## config.mk

```make
export PLATFORM = sky130hd
export DESIGN_NAME = pse_i2c_register_slave
export DESIGN_NICKNAME = d
export VERILOG_FILES = /design/src/verilog/pse_i2c_pkg.sv /design/src/verilog/pin_sync.sv /design/src/verilog/sync_fifo.sv /design/src/verilog/pse_i2c_register_slave.sv
export SDC_FILE = /design/constraint.sdc
export NUM_CORES = 1
export LEC_CHECK = 0
export ABC_AREA = 1
export BUFFER_PORTS_ARGS = -buffer_cell sky130_fd_sc_hd__buf_4
export CORE_MARGIN = 2
export CORE_UTILIZATION = 60
export DETAILED_ROUTE_END_ITERATION = 10
export PLACE_DENSITY = 0.84
export SKIP_LAST_GASP = 1
export SYNTH_ARGS = -nofsm -noshare
export SYNTH_HDL_FRONTEND = slang
export SYNTH_SLANG_ARGS = --single-unit
```

## constraint.sdc

```tcl
create_clock -name mclk -period 2.75 [get_ports mclk]
set_input_delay 0.275 -clock mclk [delete_from_list [all_inputs] [get_ports mclk]]
set_output_delay 0.275 -clock mclk [all_outputs]
set_load 0.05 [all_outputs]
```

## src/verilog/pse_i2c_pkg.sv

```systemverilog
// shared constants and types of the serial register slave
package pse_i2c_pkg;

    // ********************************************************************
    // addressing
    // ********************************************************************
    localparam logic [3:0] ADDR_FIXED_HI   = 4'hE;
    localparam logic [6:0] ALERT_RESP_ADDR = 7'h0C;
    localparam logic [7:0] PTR_RESET       = 8'h00;

    // ********************************************************************
    // framing
    // ********************************************************************
    localparam logic [3:0] BITS_PER_BYTE = 4'h8;
    localparam logic [1:0] BYTE_ADDR     = 2'h0;
    localparam logic [1:0] BYTE_PTR      = 2'h1;
    localparam logic [1:0] BYTE_DATA     = 2'h2;

    // ********************************************************************
    // structure sizes and timing
    // ********************************************************************
    localparam int FIFO_DEPTH   = 4;
    localparam int FIFO_WIDTH   = 16;
    localparam int SYNC_WIDTH   = 5;
    localparam int CLK_HZ       = 20_000_000;
    localparam int BIT_RATE_MAX = 1_000_000;

    // ********************************************************************
    // types
    // ********************************************************************
    typedef enum logic [2:0] {
        st_idle,
        st_rx,
        st_ack,
        st_rd_wait,
        st_tx_load,
        st_tx,
        st_mack
    } slave_state_e;

    typedef struct packed {
        logic [7:0] addr;
        logic [7:0] data;
    } reg_write_s;

    typedef struct packed {
        logic       scl;
        logic       sda;
        logic [2:0] strap;
    } pin_in_s;

    typedef struct packed {
        slave_state_e state;
        logic         scl_q;
        logic         sda_q;
        logic [3:0]   bitcnt;
        logic [7:0]   shreg;
        logic [1:0]   nbytes;
        logic [7:0]   ptr;
        logic         rw;
        logic         ara;
        logic         mack_ok;
        logic         drive;
        logic         busy;
        logic         rd_strobe;
        logic         wr_push;
        reg_write_s   wr_data;
    } slave_s;

    localparam slave_s SLAVE_RESET = '0;

endpackage

```

## src/verilog/pin_sync.sv

```systemverilog
// three-stage synchroniser with agreement filter for pin inputs
`timescale 1ns/1ps

module pin_sync #(
    parameter int W = 1
) (
    // clock and reset
    input  wire logic         mclk,
    input  wire logic         sys_rst,
    // raw pins and filtered levels
    input  wire logic [W-1:0] pin_in,
    output logic      [W-1:0] level
);

    // ********************************************************************
    // state
    // ********************************************************************
    typedef struct packed {
        logic [W-1:0] ff1;
        logic [W-1:0] ff2;
        logic [W-1:0] ff3;
        logic [W-1:0] lvl;
    } sync_s;

    sync_s s_q;
    sync_s s_d;

    // a level moves only once stage two and three agree
    always_comb begin
        s_d     = s_q;
        s_d.ff1 = pin_in;
        s_d.ff2 = s_q.ff1;
        s_d.ff3 = s_q.ff2;
        s_d.lvl = (s_q.ff2 & s_q.ff3) | (s_q.lvl & (s_q.ff2 | s_q.ff3));
    end

    // idle bus lines sit high, so reset to ones avoids a false start
    always_ff @(posedge mclk) begin
        if (sys_rst) begin
            s_q <= '1;
        end else begin
            s_q <= s_d;
        end
    end

    // level taken ahead of its register: one cycle less lag keeps the
    // ack turn-around inside a short clock-low phase
    assign level = s_d.lvl;

endmodule

```

## src/verilog/sync_fifo.sv

```systemverilog
// small flip-flop fifo with valid/ready on both sides
`timescale 1ns/1ps

module sync_fifo #(
    parameter int WIDTH = 16,
    parameter int DEPTH = 4
) (
    // clock and reset
    input  wire logic             mclk,
    input  wire logic             sys_rst,
    // fill side
    input  wire logic             in_valid,
    output logic                  in_ready,
    input  wire logic [WIDTH-1:0] in_data,
    // drain side
    output logic                  out_valid,
    input  wire logic             out_ready,
    output logic      [WIDTH-1:0] out_data
);

    localparam int AW = (DEPTH > 1) ? $clog2(DEPTH) : 1;
    localparam logic [AW-1:0] LAST = AW'(DEPTH - 1);
    localparam logic [AW:0]   FULL = (AW + 1)'(DEPTH);

    // ********************************************************************
    // state
    // ********************************************************************
    typedef struct packed {
        logic [DEPTH-1:0][WIDTH-1:0] mem;
        logic [AW-1:0]               wr;
        logic [AW-1:0]               rd;
        logic [AW:0]                 cnt;
    } fifo_s;

    fifo_s s_q;
    fifo_s s_d;
    logic  push;
    logic  pop;

    assign in_ready  = (s_q.cnt != FULL);
    assign out_valid = (s_q.cnt != '0);
    assign out_data  = s_q.mem[s_q.rd];
    assign push      = in_valid & in_ready;
    assign pop       = out_valid & out_ready;

    always_comb begin
        s_d = s_q;
        if (push) begin
            s_d.mem[s_q.wr] = in_data;
            s_d.wr          = (s_q.wr == LAST) ? '0 : s_q.wr + 1'b1;
        end
        if (pop) begin
            s_d.rd = (s_q.rd == LAST) ? '0 : s_q.rd + 1'b1;
        end
        if (push && !pop) begin
            s_d.cnt = s_q.cnt + 1'b1;
        end else if (pop && !push) begin
            s_d.cnt = s_q.cnt - 1'b1;
        end
    end

    always_ff @(posedge mclk) begin
        if (sys_rst) begin
            s_q <= '0;
        end else begin
            s_q <= s_d;
        end
    end

endmodule

```

## src/verilog/pse_i2c_register_slave.sv

```systemverilog
// two-wire serial slave giving a host access to the internal register file
`timescale 1ns/1ps

module pse_i2c_register_slave (
    // clock and reset
    input  wire logic                    mclk,
    input  wire logic                    sys_rst,
    // serial bus pins
    input  wire logic                    scl_pin,
    input  wire logic                    serial_data_in_pin,
    output logic                         serial_data_out_pin,
    output logic                         serial_data_out_oe,
    // address straps
    input  wire logic                    addr_strap_bit2,
    input  wire logic                    addr_strap_bit1,
    input  wire logic                    addr_strap_bit0,
    // device interrupt level, same clock
    input  wire logic                    interrupt_out_n,
    // register write port
    output logic                         wr_valid,
    input  wire logic                    wr_ready,
    output pse_i2c_pkg::reg_write_s      wr_req,
    // register read port
    output logic                         rd_strobe,
    output logic                  [7:0]  rd_addr,
    input  wire logic             [7:0]  rd_data,
    // status
    output logic                         bus_busy
);

    // ********************************************************************
    // pin synchronisation
    // ********************************************************************
    pse_i2c_pkg::pin_in_s pins;
    logic [pse_i2c_pkg::SYNC_WIDTH-1:0] pins_raw;
    logic [pse_i2c_pkg::SYNC_WIDTH-1:0] pins_lvl;

    assign pins_raw = {scl_pin, serial_data_in_pin,
                       addr_strap_bit2, addr_strap_bit1, addr_strap_bit0};

    // the agreement filter rejects single-cycle glitches on fast edges
    pin_sync #(
        .W       (pse_i2c_pkg::SYNC_WIDTH)
    ) u_sync (
        .mclk    (mclk),
        .sys_rst (sys_rst),
        .pin_in  (pins_raw),
        .level   (pins_lvl)
    );

    assign pins = pins_lvl;

    // ********************************************************************
    // write buffer toward the register file
    // ********************************************************************
    pse_i2c_pkg::slave_s s_q;
    pse_i2c_pkg::slave_s s_d;
    logic                wr_in_ready;

    sync_fifo #(
        .WIDTH     (pse_i2c_pkg::FIFO_WIDTH),
        .DEPTH     (pse_i2c_pkg::FIFO_DEPTH)
    ) u_wr_fifo (
        .mclk      (mclk),
        .sys_rst   (sys_rst),
        .in_valid  (s_q.wr_push),
        .in_ready  (wr_in_ready),
        .in_data   (s_q.wr_data),
        .out_valid (wr_valid),
        .out_ready (wr_ready),
        .out_data  (wr_req)
    );

    // ********************************************************************
    // bus events
    // ********************************************************************
    logic       scl_rise;
    logic       scl_fall;
    logic       start_ev;
    logic       stop_ev;
    logic [6:0] own_addr;
    logic       own_hit;
    logic       ara_hit;

    // edges seen on filtered levels; clock and data share one delay
    assign scl_rise = pins.scl & ~s_q.scl_q;
    assign scl_fall = ~pins.scl & s_q.scl_q;
    assign start_ev = pins.scl & s_q.scl_q & s_q.sda_q & ~pins.sda;
    assign stop_ev  = pins.scl & s_q.scl_q & ~s_q.sda_q & pins.sda;

    assign own_addr = {pse_i2c_pkg::ADDR_FIXED_HI, pins.strap};
    assign own_hit  = (s_q.shreg[7:1] == own_addr);
    assign ara_hit  = (s_q.shreg[7:1] == pse_i2c_pkg::ALERT_RESP_ADDR) &&
                      s_q.shreg[0] && !interrupt_out_n;

    // ********************************************************************
    // protocol engine
    // ********************************************************************
    always_comb begin
        s_d           = s_q;
        s_d.rd_strobe = 1'b0;
        s_d.wr_push   = 1'b0;
        s_d.scl_q     = pins.scl;
        s_d.sda_q     = pins.sda;
        if (start_ev) begin
            // repeated start also lands here and restarts addressing
            s_d.state  = pse_i2c_pkg::st_rx;
            s_d.bitcnt = '0;
            s_d.nbytes = pse_i2c_pkg::BYTE_ADDR;
            s_d.drive  = 1'b0;
            s_d.ara    = 1'b0;
            s_d.busy   = 1'b1;
        end else if (stop_ev) begin
            s_d.state = pse_i2c_pkg::st_idle;
            s_d.drive = 1'b0;
            s_d.busy  = 1'b0;
        end else begin
            unique case (s_q.state)
                pse_i2c_pkg::st_idle: begin
                    s_d.drive = 1'b0;
                end
                pse_i2c_pkg::st_rx: begin
                    if (scl_rise) begin
                        // sampled on the rising edge, stable while high
                        s_d.shreg  = {s_q.shreg[6:0], pins.sda};
                        s_d.bitcnt = s_q.bitcnt + 4'h1;
                    end else if (scl_fall &&
                                 s_q.bitcnt == pse_i2c_pkg::BITS_PER_BYTE) begin
                        // ack drive begins in the low phase before pulse nine
                        s_d.bitcnt = '0;
                        s_d.state  = pse_i2c_pkg::st_ack;
                        s_d.drive  = 1'b1;
                        if (s_q.nbytes == pse_i2c_pkg::BYTE_ADDR) begin
                            s_d.rw     = s_q.shreg[0];
                            s_d.ara    = ara_hit;
                            s_d.nbytes = pse_i2c_pkg::BYTE_PTR;
                            if (!(own_hit || ara_hit)) begin
                                s_d.state = pse_i2c_pkg::st_idle;
                                s_d.drive = 1'b0;
                            end
                        end else if (s_q.nbytes == pse_i2c_pkg::BYTE_PTR) begin
                            s_d.ptr    = s_q.shreg;
                            s_d.nbytes = pse_i2c_pkg::BYTE_DATA;
                        end else if (wr_in_ready) begin
                            // pointer advances so bursts fill consecutive registers
                            s_d.wr_push      = 1'b1;
                            s_d.wr_data.addr = s_q.ptr;
                            s_d.wr_data.data = s_q.shreg;
                            s_d.ptr          = s_q.ptr + 8'h01;
                        end else begin
                            // no clock stretching pin, so a full buffer refuses by nack
                            s_d.state = pse_i2c_pkg::st_idle;
                            s_d.drive = 1'b0;
                        end
                    end
                end
                pse_i2c_pkg::st_ack: begin
                    // held low from fall to fall covers the whole high phase
                    if (scl_rise && s_q.rw) begin
                        // fetch in the high phase; ack stands until the fall
                        s_d.state = pse_i2c_pkg::st_rd_wait;
                    end else if (scl_fall) begin
                        s_d.drive = 1'b0;
                        s_d.state = pse_i2c_pkg::st_rx;
                    end
                end
                pse_i2c_pkg::st_rd_wait: begin
                    // queued writes drain first so a read sees its own writes
                    if (s_q.ara) begin
                        s_d.state = pse_i2c_pkg::st_tx_load;
                    end else if (!wr_valid) begin
                        s_d.rd_strobe = 1'b1;
                        s_d.state     = pse_i2c_pkg::st_tx_load;
                    end
                end
                pse_i2c_pkg::st_tx_load: begin
                    if (s_q.ara) begin
                        s_d.shreg = {own_addr, 1'b0};
                    end else begin
                        s_d.shreg = rd_data;
                        s_d.ptr   = s_q.ptr + 8'h01;
                    end
                    // all ones marks a byte loaded ahead of the ninth fall
                    s_d.bitcnt = 4'hF;
                    s_d.state  = pse_i2c_pkg::st_tx;
                end
                pse_i2c_pkg::st_tx: begin
                    if (scl_rise) begin
                        s_d.bitcnt = s_q.bitcnt + 4'h1;
                    end else if (scl_fall) begin
                        if (s_q.bitcnt == pse_i2c_pkg::BITS_PER_BYTE) begin
                            s_d.drive   = 1'b0;
                            s_d.mack_ok = 1'b0;
                            s_d.state   = pse_i2c_pkg::st_mack;
                        end else if (s_q.bitcnt == 4'hF) begin
                            // first bit goes out as the ninth pulse ends
                            s_d.bitcnt = '0;
                            s_d.drive  = ~s_q.shreg[7];
                        end else begin
                            // next bit only changes in the low phase
                            s_d.shreg = {s_q.shreg[6:0], 1'b0};
                            s_d.drive = ~s_q.shreg[6];
                        end
                    end
                end
                pse_i2c_pkg::st_mack: begin
                    if (scl_rise) begin
                        s_d.mack_ok = ~pins.sda;
                    end else if (scl_fall) begin
                        // a nack ends the read; no byte is fetched ahead of it
                        s_d.state = pse_i2c_pkg::st_idle;
                    end else if (s_q.mack_ok && !s_q.ara) begin
                        // fetch in the high phase so the next bit is ready at the fall
                        s_d.mack_ok = 1'b0;
                        s_d.state   = pse_i2c_pkg::st_rd_wait;
                    end
                end
            endcase
        end
    end

    always_ff @(posedge mclk) begin
        if (sys_rst) begin
            s_q       <= pse_i2c_pkg::SLAVE_RESET;
            s_q.scl_q <= 1'b1;
            s_q.sda_q <= 1'b1;
            s_q.ptr   <= pse_i2c_pkg::PTR_RESET;
        end else begin
            s_q <= s_d;
        end
    end

    // ********************************************************************
    // outputs
    // ********************************************************************
    // open-drain style: the out pin is low only while the enable is high
    assign serial_data_out_oe  = s_q.drive;
    assign serial_data_out_pin = ~s_q.drive;
    assign rd_strobe           = s_q.rd_strobe;
    assign rd_addr             = s_q.ptr;
    assign bus_busy            = s_q.busy;

endmodule

```

# After elaboration in Yosys (flattened, before gate mapping)
# Cells that the tools add are included.
# totals
ff_bits	141
output_inout_bits	29
inputBits	17
# op_classes
n_reduce_logical	40
add_sub_neg	6
n_eq_ne	46
bitwise	28
muxes	71
order_cmp	3
# ops
op	n
64-bit bitwise mux	1
8-bit two-way mux	8
3-bit two-way mux	16
12-bit one-hot mux with 3 select lines	1
16-bit binary-select mux with 2-bit select	1
16-bit demux with 2-bit select	1
16-bit two-way mux	2
8-bit AND reduction	4
3-bit inequality test (second input constant)	10
2-bit inequality test (second input constant)	13
12-bit two-way mux	2
4-bit inequality test (second input constant)	6
10-bit two-way mux	2
10-bit AND reduction	2
1-bit two-way mux	19
2-bit two-way mux	9
3-bit one-hot mux with 6 select lines	1
17-bit two-way mux	1
4-bit two-way mux	4
8-bit one-hot mux with 2 select lines	1
5-bit inequality test (second input constant)	3
1-bit NOT	15
6-bit AND reduction	2
5-bit bitwise AND	2
36 further kinds	68

# Depth between registers and ports, before layout
# logic_depth
depth_word	12
mapped_depth	13

# Cells and area by module
# Synthesis repeated with hierarchy kept, for this count alone.
# unflattened
hier_cells	1168
hier_area_um2	7676.1
# by_module_without_submodules
mod	cells_each	area_each_um2	instances
sync_fifo	645	3975.1	1
pse_i2c_register_slave	436	3004.1	1
pin_sync	87	696.9	1

# Worst setup path after synthesis
# Ideal clock, no wire load.
# synth_timing
path_type	register to register
from	register u_wr_fifo.s_q[0] in the netlist's numbering
to	register u_wr_fifo.s_q[2] in the netlist's numbering
path_stages_with_launch	14
path_slack_ns	0.557
t_arrival_ns	2.123
path_cell_list	dfxtp_1 > nor2_1 > nand2_1 > nand2_1 > inv_1 > buf_1 > ha_1 > inv_1 > fa_1 > nor2_1 > nor2_1 > nand2_1 > o21ai_0 > a21oi_1
# synth_between
elab_chain_cells	5
# synth_lines
item	line	source
from (decl)	sync_fifo.sv:35	fifo_s s_q;
from (signal assigned)	sync_fifo.sv:64	s_q <= '0;
from (signal assigned)	sync_fifo.sv:66	s_q <= s_d;
3-bit inequality test *	sync_fifo.sv:40	assign in_ready = (s_q.cnt != FULL);
1-bit bitwise AND *	sync_fifo.sv:43	assign push = in_valid & in_ready;
net u_wr_fifo.push	sync_fifo.sv:37	logic push;
1-bit logical NOT	sync_fifo.sv:57	end else if (pop && !push) begin
1-bit logical AND	sync_fifo.sv:57	
2-bit nonzero test (no line)	-	
# The timed path passes the listed nets; every way through them passes the cells marked *. The select of a mux whose other input is x is not followed.
# A chain may end at the register's enable or synchronous reset.

==> summary.md <==
| Metric | Value |
|---|---|
| Max cap viols | `0` |
| Post-DRT Antenna Nets | `0` |
| Register area | `2780 um2` |
| Setup slack after placement | `0.763 ns` |
| Number of global-route vias before repair | `5833` |
| GPL Wtd Cong | `0.937` |
| DRT iter0 DRCs | `511` |
| Clock slew seen by the registers of the worst setup and hold paths | `0.06 ns` |
| Initial antenna violation count | `0` |
| Clk Latency, worst-skew pair | `0.54 ns` |
| Synth area leader | `dfxtp_1` |
| Final worst slack | `0.372 ns` |
| Top cell type's share of synthesized area | `0.430` |
| Ratio of cells with drive above 1 in the final layout | `0.146` |
| Remaining Overflow, GRT | `0` |
| Rel. slew slack | `0.470` |
| Synth Net Count | `920` |
| Largest net degree at the start of global routing | `72` |
| Leak pwr | `2.98 nW` |
| CTS Sinks | `139` |
| CP Data Required Time | `2.48 ns` |
| FF-to-FF setup slack | `0.67 ns` |
| Wire per inst | `15.5 um` |
| Setup TNS Final | `0 ns` |
| Hold_ws | `0.0394 ns` |
| Syn_area_per_cell | `7.25 um2` |
| Vias | `6170` |
| Count of input and output buffers | `45` |
| Fmax | `420 MHz` |
| Die X | `108 um` |
| Mapped Area | `6470 um2` |
| WP data arrival | `2.10 ns` |
| Min-delay worst type | `input pin to register` |
| Outcome | `complete, no violations` |
| Vias/cell | `5.76` |
| R2R Path End | `u_wr_fifo.s_q[2]$_SDFFE_PP0P_` |
| Inst Count DP | `1035` |
| Io pins | `46` |
| Antenna Cells | `0` |
| Max Buffers Root-to-Sink | `2` |
| DRT Wirelength | `16600 um` |
| Final Max Tran Viols | `0` |
| Synth area leaders | `dfxtp_1, nand2_1, a21oi_1` |
| Initial Util | `0.621` |
| Total power | `7.26 mW` |
| DIE AREA | `11600 um2` |
| WS Path Type | `register to output pin` |
| Tot GR Track Use | `0.299` |
| Fin nets | `950` |
| Worst-case reg-to-reg path depth | `12` |
| Period minus WS final | `2.38 ns` |
| Core ar. | `10400 um2` |
| Fill cells | `850` |
| Synth warn | `0` |
| Area Overhead vs Synth | `14.9%` |
| First-pass GRT wire length | `27500 um` |
| RSZ-0062 raised after global routing | `false` |
| CTS resizes | `0` |
| Worst Max-Slew Pin Slew | `0.795 ns` |
| Rows | `37` |
| Clk root buf | `clkbuf_8` |
| Post-Route Skew | `0.0136 ns` |
| Fin cells | `1072` |
| Element type at the critical path end | `output pin` |
| DP HPWL | `10700 um` |
| Die Y | `108 um` |
| Yosys reg bits | `139` |
| Initial DRT Pass Iterations | `8` |
| Critical path launch point type | `register` |
| Synth cell types | `42` |
| Share of the yosys chip area belonging to registers | `0.430` |
| Drt drc | `0` |
| Worst vdd ir | `615 uV` |
| Crit Reg-Reg Startpoint | `u_wr_fifo.s_q[0]$_SDFFE_PP0P_` |
| Final Hold Vio Count | `0` |
| Post-route cell area | `7430 um2` |
| Post CTS Setup Buffer Count | `0` |
| CTS tree | `done` |
| Setup-failing EPs final | `0` |
| CP Capture Point | `wr_req[7]` |
| Crit path max fanout | `17` |
| Syn Inst Count | `893` |
| DP Area | `6830 um2` |
| Footprint of the multi-input gates | `3170 um2` |
| Pwr dens | `976 nW/um2` |
| Num CTS Buffers | `17` |
| Period Utilization, post-route | `0.865` |
| Htree depth | `4` |
| Post-layout util | `0.714` |
| Crit path launch | `u_wr_fifo.s_q[4]$_SDFFE_PP0P_` |
worst min path at each step:
stage                                   start                         to  slack, ns  cells after the start
finish                                sys_rst      bus_busy$_SDFFE_PP0P_       0.04                      2
global route                          sys_rst      bus_busy$_SDFFE_PP0P_       0.04                      2
CTS                                rd_data[3]       s_q[36]$_SDFFE_PP0P_       0.03                      3
detailed placement  u_sync.s_d[12]$_SDFF_PP1_   u_sync.s_d[7]$_SDFF_PP1_       0.40                      1
global placement    u_sync.s_d[12]$_SDFF_PP1_   u_sync.s_d[7]$_SDFF_PP1_       0.39                      1
floorplan                     addr_strap_bit0  u_sync.s_d[10]$_SDFF_PP1_       0.38                      1
per-layer routing:
metal  GRT usage  vias to the layer above  share of wire
met5           0                        -              0
met4       0.149                        0          0.031
met3      0.0593                       43          0.060
met1       0.365                     2841           0.42
li1            -                     3051              -
met2       0.500                      235           0.49
area by class of cell:
class / count / area share
Timing Repair Buffer: 66 / 0.0683
Tap cell: 136 / 0.0229
Inverter: 65 / 0.0335
Multi-Input combinational cell: 634 / 0.427
Clock inverter: 12 / 0.0155
Clock buffer: 20 / 0.0586
Sequential cell: 139 / 0.374
worst max-delay path, stage by stage, from the launching register on:
cell	delay (ns)
dfxtp_1	0.39
inv_1	0.48
o21ai_0	0.19
o22ai_1	0.26
buf_4	0.26
cells in the mapped netlist, drive strengths merged:
| cell | n |
|---|---|
| nand2 | 164 |
| dfxtp | 139 |
| a21oi | 109 |
| nor2 | 103 |
| nand3 | 88 |
| o21ai | 88 |
| inv | 64 |
| clkbuf | 29 |
| buf | 26 |
| o22ai | 18 |
| or2 | 17 |
| ha | 9 |
| nand4 | 7 |
| o211ai | 6 |
| a211oi | 5 |
| xor2 | 5 |
| nor3 | 4 |
| a221oi | 2 |
| a22oi | 2 |
| and3 | 1 |
| clkinv | 1 |
| fa | 1 |
| nand3b | 1 |
| nor4 | 1 |
| o21a | 1 |
| o311ai | 1 |
| o31ai | 1 |
power by group:
part,internal [mW],switching [mW],leakage (nW)
logic,0.839,1.89,1.61
registers,2.18,0.208,1.13
clock network,1.23,0.905,0.251
total,4.25,3.00,2.98
cells by family (layout without fill, tap and decap cells):
kind of cell    after synthesis  in the layout  share of synthesized area
fa+ha+maj                    10             10                     0.0205
buf+inv                     120            163                     0.0796
xor+xnor                      5              5                    0.00677
simple gates                386            386                      0.267
flops                       139            139                      0.430
compound gates              233            233                      0.196
timing repair:
action,in CTS,in global routing
setup endpoints to repair,0,0
hold buffers,5,0
hold endpoints to repair,5,0
flip-flops by register name, indices dropped and copies added (netlist names):
name / count
u_wr_fifo.s_q: 71
s_q: 37
u_sync.s_d: 10
u_sync.s_q: 10
rd_addr: 8
bus_busy: 1
rd_strobe: 1
serial_data_out_oe: 1
cells in the final DEF, fill, tap and decap left out, types with 2 or more instances in the layout:
master | synthesis | final
xor2_1 | 5 | 5
nand2_2 | 2 | 2
clkinvlp_4 | 0 | 6
dlygate4sd3_1 | 0 | 5
a21oi_1 | 109 | 109
nand2_1 | 159 | 159
or2_2 | 16 | 16
o211ai_1 | 6 | 6
a22oi_1 | 2 | 2
nand3_1 | 86 | 86
nor2_1 | 97 | 97
clkbuf_16 | 0 | 16
o21ai_1 | 3 | 3
a221oi_1 | 2 | 2
clkbuf_8 | 0 | 2
dfxtp_1 | 139 | 139
inv_4 | 2 | 2
nand4_1 | 6 | 6
nand2_4 | 3 | 3
nor2_4 | 4 | 4
inv_1 | 55 | 55
inv_6 | 0 | 3
clkbuf_1 | 29 | 2
ha_1 | 9 | 9
o21ai_0 | 83 | 83
a211oi_2 | 5 | 5
nor2_2 | 2 | 2
inv_2 | 7 | 7
o22ai_1 | 18 | 18
o21ai_2 | 2 | 2
nor3_1 | 4 | 4
buf_4 | 10 | 61
No activity file was read; power rests on OpenSTA's default activity.
